<file path="config.mk">
export PLATFORM = sky130hd
export DESIGN_NAME = pwmcpg_core
export DESIGN_NICKNAME = d
export VERILOG_FILES = /design/src/shared/pwmcpg_pkg.sv /design/src/logic/pwmcpg_core.sv
export SDC_FILE = /design/constraint.sdc
export NUM_CORES = 1
export LEC_CHECK = 0
export BUFFER_PORTS_ARGS = -buffer_cell sky130_fd_sc_hd__buf_2
export CAP_MARGIN = 20
export CORE_ASPECT_RATIO = 0.7
export CORE_MARGIN = 2
export CORE_UTILIZATION = 40
export DETAILED_ROUTE_END_ITERATION = 10
export PLACE_DENSITY = 0.6
export SETUP_SLACK_MARGIN = 0.02
export SYNTH_ARGS = -nofsm -noshare
export SYNTH_HDL_FRONTEND = slang
export SYNTH_SLANG_ARGS = --single-unit
</file>
<file path="constraint.sdc">
create_clock -name i_mclk -period 2.62 [get_ports i_mclk]
set_input_delay 0.262 -clock i_mclk [delete_from_list [all_inputs] [get_ports i_mclk]]
set_output_delay 0.262 -clock i_mclk [all_outputs]
set_load 0.02 [all_outputs]
</file>
<file path="src/shared/pwmcpg_pkg.sv">
package pwmcpg_pkg;
   // word byte offsets on the avalon slave
   localparam logic [5:0] ADDR_MAIN = 6'h00;
   localparam logic [5:0] ADDR_LIMIT = 6'h04;
   localparam logic [5:0] ADDR_PHASE = 6'h08;
   localparam logic [5:0] ADDR_PROT = 6'h0C;
   localparam logic [5:0] ADDR_PERIOD = 6'h10;
   localparam logic [5:0] ADDR_MAXP = 6'h14;
   localparam logic [5:0] ADDR_DELAY = 6'h18;
   localparam logic [5:0] ADDR_MAXD = 6'h1C;
   localparam logic [5:0] ADDR_THRESH = 6'h20;
   // reset values
   localparam logic [7:0] MAIN_RST = 8'h00;
   localparam logic [7:0] LIMIT_RST = 8'h00;
   localparam logic [7:0] PHASE_RST = 8'h00;
   localparam logic [7:0] PROT_RST = 8'h00;
   // main control field positions
   localparam int B_ODD_SEL = 7;
   localparam int B_EVEN_SEL = 6;
   localparam int B_DIV_LO = 4;
   localparam int B_SHIFT_EN = 3;
   localparam int B_STOP = 2;
   localparam int B_DT_EN = 1;
   localparam int B_RUN = 0;
   // limit/flag control field positions
   localparam int B_SHUT_FLAG = 7;
   localparam int B_ADJ_FLAG = 6;
   localparam int B_PHASE_SEL = 5;
   localparam int B_TCK_SEL = 4;
   localparam int B_PLIM_EN = 3;
   localparam int B_NEG_STOP = 2;
   localparam int B_ODD_LVL = 1;
   localparam int B_EVEN_LVL = 0;
   // phase detect control field positions
   localparam int B_NOPH_FLAG = 7;
   localparam int B_DELAY_LO = 4;
   localparam int B_SMALL_FLAG = 3;
   localparam int B_SW_ERR = 1;
   localparam int B_DLIM_EN = 0;
   // protection register: [1:0] software, [3:2] error one, [5:4] error three, [6] trigger enable
   localparam int B_TRIG_EN = 6;
   // protection responses
   typedef enum logic [1:0] {
      PROT_SHUT_NOW = 2'b00,
      PROT_SHUT_END = 2'b01,
      PROT_ADJ_SHUT = 2'b10,
      PROT_ADJ_ONLY = 2'b11
   } pwmcpg_prot_t;
endpackage

</file>
<file path="src/logic/pwmcpg_core.sv">
// Implementation choices: the address map and the Avalon-MM slave port.
`timescale 1ns/100ps
`default_nettype none
module pwmcpg_core
   import pwmcpg_pkg::*;
#(
   parameter int PW = 12, // period width
   parameter int DW = 11  // delay width
) (
   input wire logic i_mclk,
   input wire logic i_resetn,
   input wire logic [5:0] i_address,
   input wire logic i_read,
   input wire logic i_write,
   input wire logic [31:0] i_writedata,
   output logic [31:0] o_readdata,
   output logic o_waitrequest,
   input wire logic i_error_signal_one,
   input wire logic i_error_signal_three,
   input wire logic i_comparator0_output,
   input wire logic i_comparator1_output,
   input wire logic i_phase0,
   input wire logic i_phase1,
   input wire logic i_phase_width_valid, // one-cycle pulse: width measurement done
   input wire logic [7:0] i_phase_width,
   input wire logic i_no_phase_event,    // one-cycle pulse from the phase detector
   input wire logic i_period_min_reached, // period is below the minimum
   output logic [3:0] o_pwm,
   output logic [3:0] o_pwm_oe,
   output logic o_timer_clock_out,
   output logic o_phase_signal,
   output logic o_phase_detect_active,
   output logic o_dead_time_active,
   output logic o_auto_adjust_active,
   output logic o_counter_tick,
   output logic [PW-1:0] o_period_value,
   output logic [DW-1:0] o_delay_time_value
);
   logic [7:0] main_ctl; // main control
   logic [7:0] lim_ctl; // limit/flag control
   logic [7:0] ph_ctl; // phase detect control
   logic [7:0] prot_ctl; // protection settings
   logic [PW-1:0] period_value;
   logic [PW-1:0] maximum_period_value;
   logic [DW-1:0] delay_time_value;
   logic [DW-1:0] maximum_delay_value;
   logic [7:0] phase_width_threshold;
   logic ack; // one wait cycle then answer
   logic run_q; // run bit last cycle, for edges
   logic err1_q, err3_q, sw_err_q;
   logic [2:0] div_cnt;
   logic tick;
   logic [PW-1:0] cnt; // period counter
   logic period_end;
   logic [2:0] ph_wait;
   logic adjusting;
   logic [1:0] adj_mode; // setting of the event that started adjust
   logic shut_pending;
   logic shutdown;
   logic pwm_wave;
   logic bus_wr;
   logic run_rise;
   logic sw_event, e1_rise, e3_rise, neg_stop;
   logic next_adjust; // a new event asks for auto-adjust
   logic [1:0] ev_mode; // setting of the newest event
   logic ev; // any protection event this cycle

   function automatic logic [1:0] prot_of(input logic [7:0] p, input int sel);
      prot_of = p[sel*2 +: 2];
   endfunction

   assign bus_wr = i_write && ack;
   assign run_rise = main_ctl[B_RUN] && !run_q;
   // software trigger only counts when enabled
   assign sw_event = ph_ctl[B_SW_ERR] && !sw_err_q && prot_ctl[B_TRIG_EN];
   assign e1_rise = i_error_signal_one && !err1_q;
   assign e3_rise = i_error_signal_three && !err3_q;
   // falling error under setting 11 acts like the stop bit
   assign neg_stop = lim_ctl[B_NEG_STOP] &&
      ((err1_q && !i_error_signal_one && prot_of(prot_ctl, 1) == PROT_ADJ_ONLY) ||
       (err3_q && !i_error_signal_three && prot_of(prot_ctl, 2) == PROT_ADJ_ONLY));

   // avalon handshake: one wait state per access, so answers arrive on the second edge
   always_ff @(posedge i_mclk or negedge i_resetn) begin
      if (!i_resetn) begin
         ack <= 1'b0;
      end else begin
         ack <= (i_read || i_write) && !ack;
      end
   end
   assign o_waitrequest = (i_read || i_write) && !ack;

   // read mux registered; unmapped reads return zero
   always_ff @(posedge i_mclk or negedge i_resetn) begin
      if (!i_resetn) begin
         o_readdata <= 32'h0000_0000;
      end else if (i_read && !ack) begin
         if (i_address == ADDR_MAIN) begin
            o_readdata <= {24'h00_0000, main_ctl};
         end else if (i_address == ADDR_LIMIT) begin
            o_readdata <= {24'h00_0000, lim_ctl};
         end else if (i_address == ADDR_PHASE) begin
            o_readdata <= {24'h00_0000, ph_ctl};
         end else if (i_address == ADDR_PROT) begin
            o_readdata <= {24'h00_0000, prot_ctl};
         end else if (i_address == ADDR_PERIOD) begin
            o_readdata <= {{(32-PW){1'b0}}, period_value};
         end else if (i_address == ADDR_MAXP) begin
            o_readdata <= {{(32-PW){1'b0}}, maximum_period_value};
         end else if (i_address == ADDR_DELAY) begin
            o_readdata <= {{(32-DW){1'b0}}, delay_time_value};
         end else if (i_address == ADDR_MAXD) begin
            o_readdata <= {{(32-DW){1'b0}}, maximum_delay_value};
         end else if (i_address == ADDR_THRESH) begin
            o_readdata <= {24'h00_0000, phase_width_threshold};
         end else begin
            o_readdata <= 32'h0000_0000;
         end
      end
   end

   // edge history for run and error inputs
   always_ff @(posedge i_mclk or negedge i_resetn) begin
      if (!i_resetn) begin
         run_q <= 1'b0;
         err1_q <= 1'b0;
         err3_q <= 1'b0;
         sw_err_q <= 1'b0;
      end else begin
         run_q <= main_ctl[B_RUN];
         err1_q <= i_error_signal_one;
         err3_q <= i_error_signal_three;
         sw_err_q <= ph_ctl[B_SW_ERR];
      end
   end

   // main control; selects cleared on pair conflict, stop bit cleared by hardware when adjust stops at period end
   always_ff @(posedge i_mclk or negedge i_resetn) begin
      if (!i_resetn) begin
         main_ctl <= MAIN_RST;
      end else begin
         if (bus_wr && i_address == ADDR_MAIN) begin
            main_ctl <= i_writedata[7:0];
            // one output on the wave, other on software: force back to wave
            if (i_writedata[B_ODD_SEL] != i_writedata[B_EVEN_SEL]) begin
               main_ctl[B_ODD_SEL] <= 1'b0;
               main_ctl[B_EVEN_SEL] <= 1'b0;
            end
         end
         // falling error edge files a stop request; a one-cycle pulse alone would miss the period end
         if (neg_stop && adjusting) begin
            main_ctl[B_STOP] <= 1'b1;
         end
         // adjust stopped at period end: hardware clears the request
         if (adjusting && period_end && (main_ctl[B_STOP] || neg_stop)) begin
            main_ctl[B_STOP] <= 1'b0;
         end
         if (shutdown) begin
            main_ctl[B_RUN] <= 1'b0;
         end
      end
   end

   // limit control with hardware-set flags; set wins over clear
   always_ff @(posedge i_mclk or negedge i_resetn) begin
      if (!i_resetn) begin
         lim_ctl <= LIMIT_RST;
      end else begin
         if (bus_wr && i_address == ADDR_LIMIT) begin
            lim_ctl[5:0] <= i_writedata[5:0];
            // flags clear only: writing 1 keeps old value
            lim_ctl[B_SHUT_FLAG] <= lim_ctl[B_SHUT_FLAG] & i_writedata[B_SHUT_FLAG];
            lim_ctl[B_ADJ_FLAG] <= lim_ctl[B_ADJ_FLAG] & i_writedata[B_ADJ_FLAG];
         end
         if (run_rise) begin
            lim_ctl[B_ADJ_FLAG] <= 1'b0;
         end
         if (shutdown) begin
            lim_ctl[B_SHUT_FLAG] <= 1'b1;
         end
         if (!adjusting && next_adjust) begin
            lim_ctl[B_ADJ_FLAG] <= 1'b1;
         end
      end
   end

   // phase detect control with clear-only flags
   always_ff @(posedge i_mclk or negedge i_resetn) begin
      if (!i_resetn) begin
         ph_ctl <= PHASE_RST;
      end else begin
         if (bus_wr && i_address == ADDR_PHASE) begin
            ph_ctl[6:4] <= i_writedata[6:4];
            ph_ctl[2:0] <= i_writedata[2:0]; // reserved bit 2 kept as written
            ph_ctl[B_NOPH_FLAG] <= ph_ctl[B_NOPH_FLAG] & i_writedata[B_NOPH_FLAG];
            ph_ctl[B_SMALL_FLAG] <= ph_ctl[B_SMALL_FLAG] & i_writedata[B_SMALL_FLAG];
         end
         if (o_phase_detect_active && i_no_phase_event) begin
            ph_ctl[B_NOPH_FLAG] <= 1'b1;
         end
         if (o_phase_detect_active && i_phase_width_valid && i_phase_width < phase_width_threshold) begin
            ph_ctl[B_SMALL_FLAG] <= 1'b1;
         end
      end
   end

   // protection settings and value registers with write limits
   always_ff @(posedge i_mclk or negedge i_resetn) begin
      if (!i_resetn) begin
         prot_ctl <= PROT_RST;
         period_value <= '0;
         maximum_period_value <= '0;
         delay_time_value <= '0;
         maximum_delay_value <= '0;
         phase_width_threshold <= 8'h00;
      end else if (bus_wr) begin
         if (i_address == ADDR_PROT && !adjusting && !shut_pending) begin
            prot_ctl <= {1'b0, i_writedata[6:0]};
         end else if (i_address == ADDR_PERIOD) begin
            // oversize write dropped; old value stays even if above limit
            if (!lim_ctl[B_PLIM_EN] || i_writedata[PW-1:0] <= maximum_period_value) begin
               period_value <= i_writedata[PW-1:0];
            end
         end else if (i_address == ADDR_MAXP) begin
            maximum_period_value <= i_writedata[PW-1:0];
         end else if (i_address == ADDR_DELAY) begin
            if (!ph_ctl[B_DLIM_EN] || i_writedata[DW-1:0] <= maximum_delay_value) begin
               delay_time_value <= i_writedata[DW-1:0];
            end
         end else if (i_address == ADDR_MAXD) begin
            maximum_delay_value <= i_writedata[DW-1:0];
         end else if (i_address == ADDR_THRESH) begin
            phase_width_threshold <= i_writedata[7:0];
         end
      end
   end

   // counter clock prescaler: 1, 2, 4 or 8 input clocks per tick
   always_ff @(posedge i_mclk or negedge i_resetn) begin
      if (!i_resetn) begin
         div_cnt <= 3'h0;
      end else if (!main_ctl[B_RUN] || tick) begin
         div_cnt <= 3'h0;
      end else begin
         div_cnt <= div_cnt + 3'h1;
      end
   end
   assign tick = main_ctl[B_RUN] &&
      (div_cnt == ((3'h1 << main_ctl[B_DIV_LO +: 2]) - 3'h1));
   assign period_end = tick && (cnt >= period_value);

   // period counter: zero on run rise, frozen while stopped
   always_ff @(posedge i_mclk or negedge i_resetn) begin
      if (!i_resetn) begin
         cnt <= '0;
      end else if (run_rise) begin
         cnt <= '0;
      end else if (tick) begin
         cnt <= period_end ? '0 : cnt + 1'b1;
      end
   end

   // phase detect start delay in whole periods
   always_ff @(posedge i_mclk or negedge i_resetn) begin
      if (!i_resetn) begin
         ph_wait <= 3'h0;
      end else if (!main_ctl[B_RUN]) begin
         ph_wait <= 3'h0;
      end else if (period_end && ph_wait != ph_ctl[B_DELAY_LO +: 3]) begin
         ph_wait <= ph_wait + 3'h1;
      end
   end
   assign o_phase_detect_active = main_ctl[B_RUN] && !run_rise &&
      (ph_wait == ph_ctl[B_DELAY_LO +: 3]);

   // protection: new events by setting; adjust or shut down
   always_comb begin
      ev = 1'b0;
      ev_mode = PROT_SHUT_NOW;
      if (sw_event) begin
         ev = 1'b1;
         ev_mode = prot_of(prot_ctl, 0);
      end else if (e1_rise) begin
         ev = 1'b1;
         ev_mode = prot_of(prot_ctl, 1);
      end else if (e3_rise) begin
         ev = 1'b1;
         ev_mode = prot_of(prot_ctl, 2);
      end
      next_adjust = main_ctl[B_RUN] && ev && ev_mode[1];
   end

   // adjust state: ends by stop bit or by minimum (only under 1x); minimum under 10 then shuts down at period end
   always_ff @(posedge i_mclk or negedge i_resetn) begin
      if (!i_resetn) begin
         adjusting <= 1'b0;
         adj_mode <= PROT_SHUT_NOW;
         shut_pending <= 1'b0;
      end else begin
         if (!main_ctl[B_RUN]) begin
            adjusting <= 1'b0;
            shut_pending <= 1'b0;
         end else begin
            if (next_adjust && !adjusting) begin
               adjusting <= 1'b1;
               adj_mode <= ev_mode;
            end else if (adjusting && period_end &&
                         (main_ctl[B_STOP] || neg_stop)) begin
               adjusting <= 1'b0;
            end else if (adjusting && period_end && i_period_min_reached) begin
               adjusting <= 1'b0;
               shut_pending <= (adj_mode == PROT_ADJ_SHUT);
            end
            if (ev && ev_mode == PROT_SHUT_END) begin
               shut_pending <= 1'b1;
            end
         end
      end
   end
   assign shutdown = main_ctl[B_RUN] &&
      ((ev && ev_mode == PROT_SHUT_NOW) || (shut_pending && period_end));
   assign o_auto_adjust_active = adjusting;

   // output mux and pair protection
   assign pwm_wave = cnt < (period_value >> 1);
   assign o_dead_time_active = main_ctl[B_DT_EN] && main_ctl[B_RUN];
   always_ff @(posedge i_mclk or negedge i_resetn) begin
      if (!i_resetn) begin
         o_pwm <= 4'h0;
         o_pwm_oe <= 4'h0;
      end else if (main_ctl[B_ODD_SEL] && main_ctl[B_EVEN_SEL]) begin
         o_pwm_oe <= 4'hF;
         if (lim_ctl[B_ODD_LVL] && lim_ctl[B_EVEN_LVL]) begin
            o_pwm <= 4'h0;
         end else begin
            o_pwm <= {2{lim_ctl[B_ODD_LVL], lim_ctl[B_EVEN_LVL]}};
         end
      end else if (!main_ctl[B_RUN]) begin
         o_pwm <= 4'h0;
         o_pwm_oe <= 4'h0;
      end else begin
         o_pwm_oe <= 4'hF;
         // shifted pair uses half-period offset of the same wave
         if (main_ctl[B_SHIFT_EN]) begin
            o_pwm[3:2] <= {pwm_wave, !pwm_wave};
         end else begin
            o_pwm[3:2] <= {!pwm_wave, pwm_wave};
         end
         o_pwm[1:0] <= {!pwm_wave, pwm_wave};
      end
   end

   assign o_timer_clock_out = lim_ctl[B_TCK_SEL] ? i_comparator1_output : i_comparator0_output;
   assign o_phase_signal = lim_ctl[B_PHASE_SEL] ? i_phase1 : i_phase0;
   assign o_counter_tick = tick;
   assign o_period_value = period_value;
   assign o_delay_time_value = delay_time_value;

   a_run_rise_zero: assert property (@(posedge i_mclk) disable iff (!i_resetn)
      run_rise |=> cnt == '0 || tick) else $error("counter not zeroed on run");
   a_stop_freeze: assert property (@(posedge i_mclk) disable iff (!i_resetn)
      !main_ctl[B_RUN] && run_q == main_ctl[B_RUN] |=> $stable(cnt)) else $error("counter moved while stopped");
   a_float_stop: assert property (@(posedge i_mclk) disable iff (!i_resetn)
      !main_ctl[B_RUN] && !(main_ctl[B_ODD_SEL] && main_ctl[B_EVEN_SEL]) |=> o_pwm_oe == 4'h0)
      else $error("outputs driven while stopped");
   a_pair_both_low: assert property (@(posedge i_mclk) disable iff (!i_resetn)
      main_ctl[B_ODD_SEL] && main_ctl[B_EVEN_SEL] && lim_ctl[B_ODD_LVL] && lim_ctl[B_EVEN_LVL]
      |=> o_pwm == 4'h0) else $error("pair not forced low");
   a_period_limit: assert property (@(posedge i_mclk) disable iff (!i_resetn)
      bus_wr && i_address == ADDR_PERIOD && lim_ctl[B_PLIM_EN] && i_writedata[PW-1:0] > maximum_period_value
      |=> $stable(period_value)) else $error("oversize period accepted");
   a_delay_limit: assert property (@(posedge i_mclk) disable iff (!i_resetn)
      bus_wr && i_address == ADDR_DELAY && ph_ctl[B_DLIM_EN] && i_writedata[DW-1:0] > maximum_delay_value
      |=> $stable(delay_time_value)) else $error("oversize delay accepted");
   a_shut_flag: assert property (@(posedge i_mclk) disable iff (!i_resetn)
      shutdown |=> lim_ctl[B_SHUT_FLAG] && !main_ctl[B_RUN]) else $error("shutdown flag lost");
   a_dead_time: assert property (@(posedge i_mclk) disable iff (!i_resetn)
      o_dead_time_active |-> main_ctl[B_RUN] && main_ctl[B_DT_EN]) else $error("dead time without run");
   a_sel_conflict: assert property (@(posedge i_mclk) disable iff (!i_resetn)
      bus_wr && i_address == ADDR_MAIN && i_writedata[B_ODD_SEL] != i_writedata[B_EVEN_SEL]
      |=> !main_ctl[B_ODD_SEL] && !main_ctl[B_EVEN_SEL]) else $error("select conflict stored");
   c_run: cover property (@(posedge i_mclk) run_rise);
   c_adjust: cover property (@(posedge i_mclk) adjusting && period_end);
   c_shutdown: cover property (@(posedge i_mclk) shutdown);
   c_phase: cover property (@(posedge i_mclk) o_phase_detect_active && ph_ctl[6:4] != 3'h0);
endmodule
`default_nettype wire

</file>
==> results.json <==
{
  "path_clk_slew_ps": 60,
  "p_switching_mw": 1.705,
  "placed_cells": 1077,
  "rsz0062_at_grt": "no",
  "drt-pass1-iter-count": 5,
  "die-area_sq_um": 20260,
  "slowest_delay_ps": 360,
  "internal-power_mw": 4.044,
  "p_clk_share_pct": 42.0,
  "status": "completed",
  "relSlewSlack_pct": 39.62,
  "finClkSkew_ps": 10.09,
  "grt_start_max_net_pins": 48,
  "core_area_sq_um": 18810,
  "placed_area_sq_um": 8464,
  "async_flop_share_pct": 100.0,
  "numCtsBuffers": 17,
  "clock_latency_ps": 430,
  "start_util_pct": 40.65,
  "cts_tree": "built",
  "worst_ep_arrival_time_ps": 2770,
  "hpwl_microns": 16910,
  "fin_crit_sh_pct": 94.07,
  "antenna_cells": 0,
  "p_comb_share_pct": 18.3,
  "power_density_nw_per_um2": 630.6,
  "hold_ws_ps": 84.17,
  "drive_gt1_share_pct": 27.70,
  "critPathKind": "reg -> reg",
  "area.growth.synth_to_final_pct": 19.22,
  "min_path_type": "in -> reg",
  "synth_edf_count": 0,
  "drt_iter0_markers": 512,
  "cp_slowest_cell": "mux2_2",
  "power_mw": 5.750,
  "seq_area_frac_synth_pct": 41.88,
  "worst_pin_slew_ps": 905.7,
  "path_cells": "inv_1, ha_1, nand3_1, or2_1, a211oi_1, nor3_1, o31ai_2, buf_6, mux2_2",
  "grt_use_total_pct": 23.19,
  "antenna_found_initial": 0,
  "ios": 129,
  "cts_root_buf": "clkbuf_16",
  "tns_ps": 0,
  "layout_min_cycle_time_ps": 2465,
  "first_global_vias": 5901,
  "drt-total-wl_microns": 22380,
  "ys_ff_latch": 128,
  "finalSetupViolations": 0,
  "antenna_left": 0,
  "cts.path.max_buffers": 2,
  "place.gp.congestion": 0.8518,
  "final_cell_area_sq_um": 9117,
  "path_max_fanout": 11,
  "vdd_drop_max_uv": 406.2,
  "yosys_warnings": 0,
  "maxCapViolations": 0,
  "cts.sinks": 128,
  "synth_cell_types": 75,
  "drc_errors": 0,
  "synthCells": 741,
  "power_frac_seq_pct": 39.7,
  "synth_ff_type": "dfrtp_1",
  "critical_path_required_ps": 2930,
  "netlist_area_sq_um": 7647,
  "nets": 972,
  "io_buffers": 88,
  "vias": 6168,
  "end_kind": "register",
  "slew_violations": 0,
  "avgSynthCellArea_sq_um": 10.32,
  "die_w_microns": 169.3,
  "htree_levels": 4,
  "rows": 42,
  "vias_per_cell": 5.547,
  "fp.dieH_microns": 119.7,
  "power_leakage_nw": 4.412,
  "finalNonFillerCells": 1112,
  "wl_per_cell_microns": 20.13,
  "grt-ovfl-total": 0,
  "hold_violations": 0,
  "grt_pass1_wl_microns": 35190,
  "startpoint_type": "register",
  "swShare_pct": 29.66,
  "fmax_mhz": 405.8
}
[layout by cell type (no fill, tap or decap), drive strengths merged, types with 9 or more instances in the layout]
master	count
and3	10
o21ai	55
inv	53
dfrtp	128
buf	125
nor2b	9
clkbuf	22
nor2	24
conb	20
mux2i	11
a21oi	41
nand3	22
nor3	12
nand2	61
nand2b	10
mux2	69
ha	55
a31oi	11
[what timing repair did]
item	in CTS	in global routing
hold buffers	3	0
setup endpoints to repair	0	22
gates resized for setup	0	4
hold endpoints to repair	46	0
setup buffers	0	1
[cell families (layout without fill, tap and decap cells)]
| family | after synthesis | count (layout) | synth area share, % |
|---|---|---|---|
| and+or+nand+nor | 188 | 188 | 13.37 |
| AOI/OAI and AO/OA | 175 | 175 | 15.36 |
| DFF | 128 | 128 | 41.88 |
| buffers and inverters | 102 | 212 | 6.593 |
| muxes | 84 | 84 | 12.83 |
| adders and majority gates | 55 | 55 | 8.999 |
| xor gates and xnor gates | 8 | 8 | 0.9163 |
| other | 1 | 20 | 0.04904 |
[final timing paths]
| check | startpoint | to | slack, ps | depth (start not counted) |
|---|---|---|---|---|
| hold reg to reg | adj_mode[1] | adj_mode[1] | 460 | 1 |
| min in group asynchronous | i_resetn | o_delay_time_value[9] | 330 | 2 |
| max in group asynchronous | i_resetn | o_auto_adjust_active | 1620 | 3 |
| setup / recovery | maximum_period_value[7] | o_period_value[0] | 160 | 9 |
| hold / removal | i_no_phase_event | ph_ctl[7] | 80 | 3 |
| setup reg to reg | maximum_period_value[7] | o_period_value[0] | 160 | 9 |
[state kept, by name (all words and copies together), names as in the netlist, 8 cells and up]
| name | cells |
|---|---|
| o_readdata | 12 |
| ph_ctl | 8 |
| cnt | 12 |
| lim_ctl | 8 |
| phase_width_threshold | 8 |
| maximum_period_value | 12 |
| o_period_value | 12 |
| maximum_delay_value | 11 |
| o_delay_time_value | 11 |
[cells in the mapped netlist (3+ instances only)]
cell,number,area [sq um]
or3_1,5,31.28
nand2b_1,10,62.56
mux2_1,11,123.9
mux4_2,4,90.09
buf_2,7,35.03
a211oi_1,3,22.52
dfrtp_1,128,3203
mux2i_1,11,110.1
nand3_1,21,105.1
nand4_1,6,37.54
a21oi_1,41,205.2
a2111oi_0,4,35.03
a31oi_1,11,68.82
ha_1,55,688.2
nand4b_1,3,26.28
mux2_2,57,641.9
o21ai_0,52,260.3
o211ai_1,3,22.52
o221ai_1,5,43.79
clkbuf_1,15,56.30
a22o_1,4,35.03
a21o_1,7,52.55
nor3_2,3,30.03
nor2_1,24,90.09
and3_1,10,62.56
a211o_1,5,43.79
nor3_1,8,40.04
a22oi_1,4,30.03
and2_1,5,31.28
a31o_2,3,26.28
nand2_1,61,229.0
a221oi_1,4,35.03
xnor2_1,7,61.31
inv_1,53,198.9
o21ai_1,3,15.01
buf_6,3,33.78
buf_4,24,180.2
nor2b_1,9,56.30
[worst max-delay path: cells and delay by family (launching register included)]
kind                       cells  cell delay, ps
AOI/OAI and AO/OA              2             510
adders and majority gates      1             290
buffers and inverters          2             290
DFF                            1             350
muxes                          1             360
and+or+nand+nor                3             540
[power by group through the flow]
stage | Sequential [mW] | Clock, mW | Combinational, mW
floorplan | 2.33 | 0 | 0.624
global placement | 2.31 | 0 | 1.02
detailed placement | 2.31 | 0 | 1.03
CTS | 2.28 | 2.43 | 1.04
global route | 2.30 | 2.53 | 1.16
finish | 2.28 | 2.42 | 1.05
[per-layer routing]
metal  wire, microns  GRT usage [%]
met1           11530          36.87
met2            9008          31.84
met3            1644          5.706
met4             195          3.846
met5               0              0
[through the flow]
stage,setup WS (ps),utilization (%)
after floorplan,391.8,-
after global placement,179.0,44.99
after detailed placement,95.91,44.99
after CTS,105.1,48.30
after global routing,26.23,48.46
final,155.4,48.46
[final cells by class]
| type | count | area (sq um) |
|---|---|---|
| inverters | 53 | 198.9 |
| well taps | 242 | 302.8 |
| fillers | 1781 | 9696 |
| clock inverters | 9 | 107.6 |
| clock buffers | 22 | 484.2 |
| flip-flops and latches | 128 | 3203 |
| multi-input cells | 530 | 4025 |
| repair buffers | 128 | 795.8 |
Note: power is estimated with default switching activity, not from simulation.
